$ cat src/include/uiw_pkg.sv
// Package for the serial-port interrupt and wake block.
// Assumes a single 250 MHz system clock and an APB master.
package uiw_pkg;
    // Register byte offsets
    localparam logic [7:0] UIW_CTRL_OFS = 8'h00;
    localparam logic [7:0] UIW_STAT_OFS = 8'h04;
    localparam logic [7:0] UIW_IRQEN_OFS = 8'h08;
    localparam logic [7:0] UIW_SETTLE_OFS = 8'h0C;
    // Control register fields (port_control_two image)
    localparam int UIW_TEIE_BIT = 0;
    localparam int UIW_TIIE_BIT = 1;
    localparam int UIW_RIE_BIT = 2;
    localparam int UIW_ADDEN_BIT = 3;
    localparam int UIW_WAKE_BIT = 4;
    localparam int UIW_NINE_BIT = 5;
    localparam int UIW_PAREN_BIT = 6;
    localparam int UIW_PORTEN_BIT = 7;
    localparam int UIW_RXEN_BIT = 8;
    localparam int UIW_CTRL_W = 9;
    // Interrupt enable register fields
    localparam int UIW_GIE_BIT = 0;
    localparam int UIW_MFIE_BIT = 1;
    localparam int UIW_PIE_BIT = 2;
    localparam logic [UIW_CTRL_W-1:0] UIW_CTRL_RST = 9'h000;
    localparam logic [2:0] UIW_IRQEN_RST = 3'h0;
    // Post-wake settling time
    localparam int UIW_SETTLE_NS = 1024;
    localparam int UIW_CLK_MHZ = 250;
    localparam int UIW_SETTLE_CYC = (UIW_SETTLE_NS * UIW_CLK_MHZ + 999) / 1000;
    localparam logic [15:0] UIW_SETTLE_RST = 16'(UIW_SETTLE_CYC);

    typedef enum logic [1:0] {
        UIW_RUN = 2'b00,
        UIW_DOWN = 2'b01,
        UIW_SETTLE = 2'b11
    } uiw_pwr_e;

    // Events from the transmitter and receiver
    typedef struct packed {
        logic tx_empty;
        logic tx_idle;
        logic rx_avail;
        logic overrun;
        logic [8:0] rx_word;
    } uiw_evt_s;
endpackage

$ cat src/design/uiw_irq_wake.sv
// Serial-port interrupt merge, address qualification and power-down wake.
// Assumes shift/framing logic outside supplies status flags and word strobes.
//
// Local design decisions: the APB slave port and the placing of the registers.
module uiw_irq_wake
    import uiw_pkg::*;
(
    // Clock and reset
    input wire logic clk,
    input wire logic resetn,
    // APB slave
    input wire logic psel,
    input wire logic penable,
    input wire logic pwrite,
    input wire logic [7:0] paddr,
    input wire logic [31:0] pwdata,
    output logic [31:0] prdata,
    output logic pready,
    output logic pslverr,
    // Port events and power state
    input wire uiw_evt_s evt,
    input wire logic power_down,
    input wire logic stack_full,
    input wire logic serial_data_pin,
    // Port controls out
    output logic port_clk_run,
    output logic rx_ignore,
    output logic [UIW_CTRL_W-1:0] port_control_two,
    // Requests
    output logic port_irq_n,
    output logic vector_take,
    output logic wake_req
);
    logic [UIW_CTRL_W-1:0] ctrl_reg;
    logic [2:0] irqen_reg;
    logic [15:0] settle_reg;
    uiw_pwr_e pwr_reg;
    logic [15:0] cnt_reg;
    logic pin_reg;
    logic wake_pend_reg;
    logic [3:0] flag_reg;
    logic irq_pulse_reg;
    logic [31:0] rdata_next;
    logic wr_en;
    logic rd_en;
    logic addr_word;
    logic rx_qual;
    logic [3:0] flag_rise;
    logic src_evt;
    logic pin_fall;
    logic wake_armed;
    logic wake_fire;
    logic irq_gate;
    // Bus decode and power-state status
    logic ctrl_wr;
    logic irqen_wr;
    logic settle_wr;
    logic settle_done;
    logic run_now;
    // Source qualification
    logic tx_empty_hit;
    logic tx_idle_hit;
    logic rx_avail_hit;
    logic overrun_hit;
    logic wake_hit;
    logic gie_on;
    logic mfie_on;
    logic pie_on;

    function automatic logic topmost_bit(input logic [8:0] w, input logic nine);
        topmost_bit = nine ? w[8] : w[7];
    endfunction

    // Register address decode
    function automatic logic reg_hit(input logic [7:0] a, input logic [7:0] ofs);
        reg_hit = (a == ofs);
    endfunction

    // Port clock runs only in run state
    function automatic logic is_run(input uiw_pwr_e p);
        is_run = (p == UIW_RUN);
    endfunction

    // Field positions and the settle count must fit their words
    if (UIW_RXEN_BIT >= UIW_CTRL_W || UIW_NINE_BIT >= UIW_CTRL_W) begin : g_bad_ctrl
        $error("control field outside the control word");
    end
    if (UIW_SETTLE_CYC < 1 || UIW_SETTLE_CYC > 65535) begin : g_bad_settle
        $error("settle count does not fit the counter");
    end
    if (UIW_CTRL_W > 32) begin : g_bad_width
        $error("control word wider than the bus");
    end

    assign pready = 1'b1;
    assign pslverr = 1'b0;
    assign wr_en = psel && penable && pwrite;
    assign rd_en = psel && !penable && !pwrite;

    // Control registers keep their value across power-down
    assign ctrl_wr = wr_en && reg_hit(paddr, UIW_CTRL_OFS);
    assign irqen_wr = wr_en && reg_hit(paddr, UIW_IRQEN_OFS);
    assign settle_wr = wr_en && reg_hit(paddr, UIW_SETTLE_OFS);

    always_ff @(posedge clk or negedge resetn) begin
        if (!resetn) begin
            ctrl_reg <= UIW_CTRL_RST;
        end else if (ctrl_wr) begin
            ctrl_reg <= pwdata[UIW_CTRL_W-1:0];
        end
    end

    always_ff @(posedge clk or negedge resetn) begin
        if (!resetn) begin
            irqen_reg <= UIW_IRQEN_RST;
        end else if (irqen_wr) begin
            irqen_reg <= pwdata[2:0];
        end
    end

    // A count of zero or one both give one settling cycle
    always_ff @(posedge clk or negedge resetn) begin
        if (!resetn) begin
            settle_reg <= UIW_SETTLE_RST;
        end else if (settle_wr) begin
            settle_reg <= pwdata[15:0];
        end
    end
    assign port_control_two = ctrl_reg;

    // Status read-only; writes to it are ignored
    always_comb begin
        rdata_next = 32'h0000_0000;
        unique case (paddr)
            UIW_CTRL_OFS: begin
                rdata_next[UIW_CTRL_W-1:0] = ctrl_reg;
            end
            UIW_STAT_OFS: begin
                rdata_next[0] = ~port_irq_n;
                rdata_next[1] = evt.tx_empty;
                rdata_next[2] = evt.tx_idle;
                rdata_next[3] = evt.overrun;
                rdata_next[4] = evt.rx_avail;
                rdata_next[6:5] = pwr_reg;
                rdata_next[7] = wake_pend_reg;
            end
            UIW_IRQEN_OFS: begin
                rdata_next[2:0] = irqen_reg;
            end
            UIW_SETTLE_OFS: begin
                rdata_next[15:0] = settle_reg;
            end
            default: rdata_next = 32'h0000_0000;
        endcase
    end

    // Read data taken in setup; stands until the next read
    always_ff @(posedge clk or negedge resetn) begin
        if (!resetn) begin
            prdata <= 32'h0000_0000;
        end else if (rd_en) begin
            prdata <= rdata_next;
        end
    end

    // Power sequencer: down while clock gated, then settling count
    always_ff @(posedge clk or negedge resetn) begin
        if (!resetn) begin
            pwr_reg <= UIW_RUN;
        end else begin
            unique case (pwr_reg)
                UIW_RUN: begin
                    if (power_down) begin
                        pwr_reg <= UIW_DOWN;
                    end
                end
                UIW_DOWN: begin
                    if (!power_down) begin
                        pwr_reg <= UIW_SETTLE;
                    end
                end
                UIW_SETTLE: begin
                    if (settle_done) begin
                        pwr_reg <= UIW_RUN;
                    end
                end
                // Unused code falls back to run
                default: pwr_reg <= UIW_RUN;
            endcase
        end
    end

    // Settling counter loads on leaving power-down
    always_ff @(posedge clk or negedge resetn) begin
        if (!resetn) begin
            cnt_reg <= 16'h0000;
        end else if (pwr_reg == UIW_DOWN && !power_down) begin
            cnt_reg <= settle_reg;
        end else if (pwr_reg == UIW_SETTLE && !settle_done) begin
            cnt_reg <= cnt_reg - 16'h0001;
        end else if (pwr_reg == UIW_SETTLE) begin
            cnt_reg <= 16'h0000;
        end
    end

    assign settle_done = (cnt_reg <= 16'h0001);
    assign run_now = is_run(pwr_reg);
    // Port logic outside freezes, not resets, while clock is off
    assign port_clk_run = run_now;
    assign rx_ignore = !run_now;

    // Pin edge watcher; pin input is synchronous
    always_ff @(posedge clk or negedge resetn) begin
        if (!resetn) begin
            pin_reg <= 1'b1;
        end else begin
            pin_reg <= serial_data_pin;
        end
    end
    assign pin_fall = pin_reg && !serial_data_pin;
    assign wake_armed = ctrl_reg[UIW_WAKE_BIT] && ctrl_reg[UIW_PORTEN_BIT]
        && ctrl_reg[UIW_RXEN_BIT] && ctrl_reg[UIW_RIE_BIT];
    assign wake_fire = (pwr_reg == UIW_DOWN) && wake_armed && pin_fall;
    // Wake always reaches the core, interrupt or not
    assign wake_req = wake_fire || wake_pend_reg;

    // Pending wake interrupt, released after settling
    // Set and clear cannot meet: a fire needs power-down
    always_ff @(posedge clk or negedge resetn) begin
        if (!resetn) begin
            wake_pend_reg <= 1'b0;
        end else if (wake_fire) begin
            wake_pend_reg <= 1'b1;
        end else if (pwr_reg == UIW_RUN) begin
            wake_pend_reg <= 1'b0;
        end
    end

    // Flag rise detection; one pulse per set event
    always_ff @(posedge clk or negedge resetn) begin
        if (!resetn) begin
            flag_reg <= 4'h0;
        end else if (pwr_reg == UIW_RUN) begin
            flag_reg <= {evt.overrun, evt.rx_avail, evt.tx_idle, evt.tx_empty};
        end
    end
    assign flag_rise = {evt.overrun, evt.rx_avail, evt.tx_idle, evt.tx_empty} & ~flag_reg;

    assign addr_word = topmost_bit(evt.rx_word, ctrl_reg[UIW_NINE_BIT]);
    // Address qualifier; parity must be off in this mode
    assign rx_qual = ctrl_reg[UIW_ADDEN_BIT] ? addr_word : 1'b1;

    // Transmit sources qualified by their own enables; receive data and overrun share RIE
    assign tx_empty_hit = flag_rise[0] && ctrl_reg[UIW_TEIE_BIT];
    assign tx_idle_hit = flag_rise[1] && ctrl_reg[UIW_TIIE_BIT];
    assign rx_avail_hit = flag_rise[2] && ctrl_reg[UIW_RIE_BIT] && rx_qual;
    assign overrun_hit = flag_rise[3] && ctrl_reg[UIW_RIE_BIT];
    // Pending wake is seen on the first run cycle after settling
    assign wake_hit = wake_pend_reg;

    // Nothing is raised while the port clock is off
    assign src_evt = run_now && (tx_empty_hit || tx_idle_hit || rx_avail_hit
        || overrun_hit || wake_hit);

    // Core gating; the port pulse itself is not masked
    assign gie_on = irqen_reg[UIW_GIE_BIT];
    assign mfie_on = irqen_reg[UIW_MFIE_BIT];
    assign pie_on = irqen_reg[UIW_PIE_BIT];
    assign irq_gate = gie_on && mfie_on && pie_on;

    // Low pulse of one cycle per qualifying event
    always_ff @(posedge clk or negedge resetn) begin
        if (!resetn) begin
            irq_pulse_reg <= 1'b0;
        end else begin
            irq_pulse_reg <= src_evt;
        end
    end
    assign port_irq_n = !irq_pulse_reg;
    assign vector_take = irq_pulse_reg && irq_gate && !stack_full;
endmodule

$ cat config.mk
export PLATFORM = sky130hd
export DESIGN_NAME = uiw_irq_wake
export DESIGN_NICKNAME = d
export VERILOG_FILES = /design/src/include/uiw_pkg.sv /design/src/design/uiw_irq_wake.sv
export SDC_FILE = /design/constraint.sdc
export NUM_CORES = 1
export LEC_CHECK = 0
export ABC_CLOCK_PERIOD_IN_PS = 2330
export BUFFER_PORTS_ARGS = -buffer_cell sky130_fd_sc_hd__buf_2
export CAP_MARGIN = 20
export CORE_ASPECT_RATIO = 0.8
export CORE_MARGIN = 2
export CORE_UTILIZATION = 46
export CTS_BUF_LIST = sky130_fd_sc_hd__clkbuf_16
export DETAILED_ROUTE_END_ITERATION = 10
export GPL_ROUTABILITY_DRIVEN = 0
export GPL_TIMING_DRIVEN = 0
export MAX_ROUTING_LAYER = met4
export PLACE_DENSITY = 0.74
export RECOVER_POWER = 25
export REMOVE_ABC_BUFFERS = 1
export SLEW_MARGIN = 10
export SYNTH_ARGS = -nofsm -noshare
export SYNTH_HDL_FRONTEND = slang
export SYNTH_SLANG_ARGS = --single-unit
$ cat constraint.sdc
create_clock -name clk -period 2.33 [get_ports clk]
set_input_delay 0.1165 -clock clk [delete_from_list [all_inputs] [get_ports clk]]
set_output_delay 0.1165 -clock clk [all_outputs]
set_load 0.01 [all_outputs]
==> flow_summary.json <==
{
  "num_rows": 28,
  "drtIter0Drc": 162,
  "dp_hpwl_mm": 5.632,
  "outcome": "completed",
  "initial_core_util_pct": 47.49,
  "p_per_area_nw_per_um2": 689.0,
  "met3_usage_pct": 5.556,
  "hold_path.class": "in -> reg",
  "slew-limit-headroom_pct": 48.63,
  "leakage_nw": 2.046,
  "seqPwrFrac_pct": 42.2,
  "holdPathStages": 2,
  "cts_buffer_depth": 2,
  "synth_seq_cells": 69,
  "min_period_ns": 2.014,
  "portBuffers": 67,
  "synth_edf_count": 0,
  "cts_inserted_buffers": 9,
  "wl_mm": 7.996,
  "synthTopCellsByCount": "dfrtp_1, nand2_1, mux2_2, buf_4, nor2_1",
  "firstDrtPassIters": 4,
  "grt_pass1_vias": 2627,
  "power_w": 0.002895,
  "setup_tns_ns": 0,
  "p_comb_share_pct": 4.4,
  "hold-path-endpoint": "settle_reg[10]",
  "nets": 436,
  "synthFlopType": "dfrtp_1",
  "clock_sinks": 69,
  "switching_share_pct": 20.54,
  "boundaryPins": 109,
  "via_per_inst": 5.325,
  "synth.avg_cell_area_um2": 11.44,
  "setup_slack_ns": 0.3155,
  "fp.dieW_um": 101.7,
  "yosysTopAreaCell": "dfrtp_1",
  "crit_path_max_fanout": 6,
  "place_ws_ns": 0.3765,
  "crit_type": "reg -> reg",
  "ir_drop_v": 0.0004468,
  "netlist_instances": 307,
  "netlist_area_um2": 3511,
  "netlist_top_cells_area": "dfrtp_1, mux2_2, mux2_4",
  "worst_r2r_startpoint": "cnt_reg[0]",
  "worstSetupStartpointType": "flop",
  "die_h_um": 82.14,
  "clkPwrFrac_pct": 53.5,
  "root_buffer": "clkbuf_16",
  "gr-usage-met1_pct": 27.11,
  "antenna_found_initial": 0,
  "placed_cells": 465,
  "antenna_left": 0,
  "vias": 2572,
  "grt_max_degree": 57,
  "finClkSkew_ns": 0.006205,
  "period_share_pct": 86.46,
  "hold_viol_final": 0,
  "post-cts-setup-buffers": 0,
  "rrSetupSlack_ns": 0.32,
  "reg2reg_depth": 7,
  "clock_latency_ns": 0.33,
  "htree_levels": 3,
  "drive_gt1_share_pct": 35.71,
  "syn2layout_area_growth_pct": 19.67,
  "drv_cap": 0,
  "setup_viol": 0,
  "worstReg2RegEnd": "cnt_reg[14]",
  "power_switching_w": 0.0005947,
  "intPower_w": 0.002300,
  "ys_warn_count": 0,
  "grt_pass1_wl_mm": 13.14,
  "hp-start": "pwdata[10]",
  "yosysMostFrequentCell": "dfrtp_1",
  "yosysSeqAreaShare_pct": 49.25,
  "drc": 0,
  "fp.coreArea_um2": 7392,
  "busiest_layer": "met2",
  "tightest_slew_ns": 0.7705,
  "clkTransAtPathRegs_ns": 0.06,
  "final_cells": 483,
  "final_max_slew_viol_count": 0,
  "avgRoutedWirePerCell_um": 16.55,
  "overflow": 0,
  "use_met2_pct": 34.08,
  "max_freq_ghz": 0.4964,
  "end_kind": "flop",
  "yosysUniqueCellTypes": 52,
  "die_area_um2": 8352,
  "synthArstFlopShare_pct": 100.0,
  "diodes": 0,
  "worstPathRequired_ns": 2.53,
  "cts_tree": "done",
  "track_usage_pct": 21.39,
  "crit_arrival_ns": 2.22,
  "rsz0062_at_grt": "false",
  "synth_top_area_share_pct": 47.75
}
==> metal layers <==
layer | vias to the layer above | part of all wire (%)
met4 | 0 | 1.2
met3 | 12 | 6.5
met2 | 95 | 47
met5 | - | 0
li1 | 1188 | -
met1 | 1277 | 45
==> stage by stage <==
stage	util [%]	instance area, um^2	hold slack (ns)
after floorplan	-	3362	-0.1791
after global placement	51.79	3829	0.2418
after detailed placement	52.30	3866	-0.01537
after CTS	57.18	4227	0.01493
after global routing	56.84	4202	0.01075
final	56.84	4202	0.02044
==> worst max-delay path: stages, from the launching register on <==
cell and delay (ns):
dfrtp_1 0.45, inv_1 0.09, ha_1 0.20, or3b_4 0.43, nor3b_4 0.29, nand3_1 0.14
xor2_1 0.20, o22ai_2 0.09
==> power by group through the flow <==
| stage | Combinational (W) | Clock [W] | Sequential (W) |
|---|---|---|---|
| final | 0.000127 | 0.00155 | 0.00122 |
| after global routing | 0.000143 | 0.00162 | 0.00122 |
| after CTS | 0.000134 | 0.00156 | 0.00122 |
| after detailed placement | 0.000130 | 0 | 0.00124 |
| after global placement | 0.000121 | 0 | 0.00124 |
| after floorplan | 0.0000464 | 0 | 0.00124 |
==> layout by cell type (no fill, tap or decap), drive strengths merged, types with 6 or more instances in the layout <==
cell,count
mux2,31
xnor2,6
o21ai,20
a21oi,12
buf,66
mux2i,6
nor2,19
conb,18
dfrtp,67
nand2,24
clkbuf,12
nand3,7
xor2,7
nor4,6
inv,9
a22o,12
o22ai,8
==> logic make-up (layout without fill, tap and decap cells) <==
logic type                 count (synthesis)  in the layout  synth area share (%)
adders and majority gates                  2              2                0.7126
xor gates and xnor gates                  13             13                 3.243
other                                      2             18                0.2139
muxes                                     40             40                 14.65
AOI/OAI and AO/OA                         62             62                 11.58
and+or+nand+nor                           79             79                 13.54
DFF                                       69             69                 49.25
buffers and inverters                     40             95                 6.807
==> layout make-up <==
type                            instances  area (um^2)
Clock inverter                          7        115.1
Fill cell                             617         3191
Multi-Input combinational cell        214         1603
Sequential cell                        69         1729
Tap cell                              105        131.4
Clock buffer                            9        225.2
Inverter                                8        30.03
Timing Repair Buffer                   71        367.9
==> what timing repair did <==
item | 4_1_cts | 5_1_grt
endpoints found under the hold margin | 68 | 0
resized for setup | 0 | 0
endpoints found under the setup margin | 0 | 0
hold buffers | 2 | 0
==> how the worst max path moves through the flow <==
stage / from / endpoint / slack [ns] / cells past startpoint
floorplan: pwr_reg[1] / cnt_reg[3] / 0.52 / 5
global placement: pwr_reg[1] / cnt_reg[3] / 0.04 / 5
detailed placement: cnt_reg[0] / cnt_reg[14] / 0.38 / 7
CTS: cnt_reg[0] / cnt_reg[14] / 0.33 / 7
global route: cnt_reg[0] / cnt_reg[14] / 0.18 / 7
finish: cnt_reg[0] / cnt_reg[14] / 0.32 / 7
Note: power is estimated with default switching activity, not from simulation.
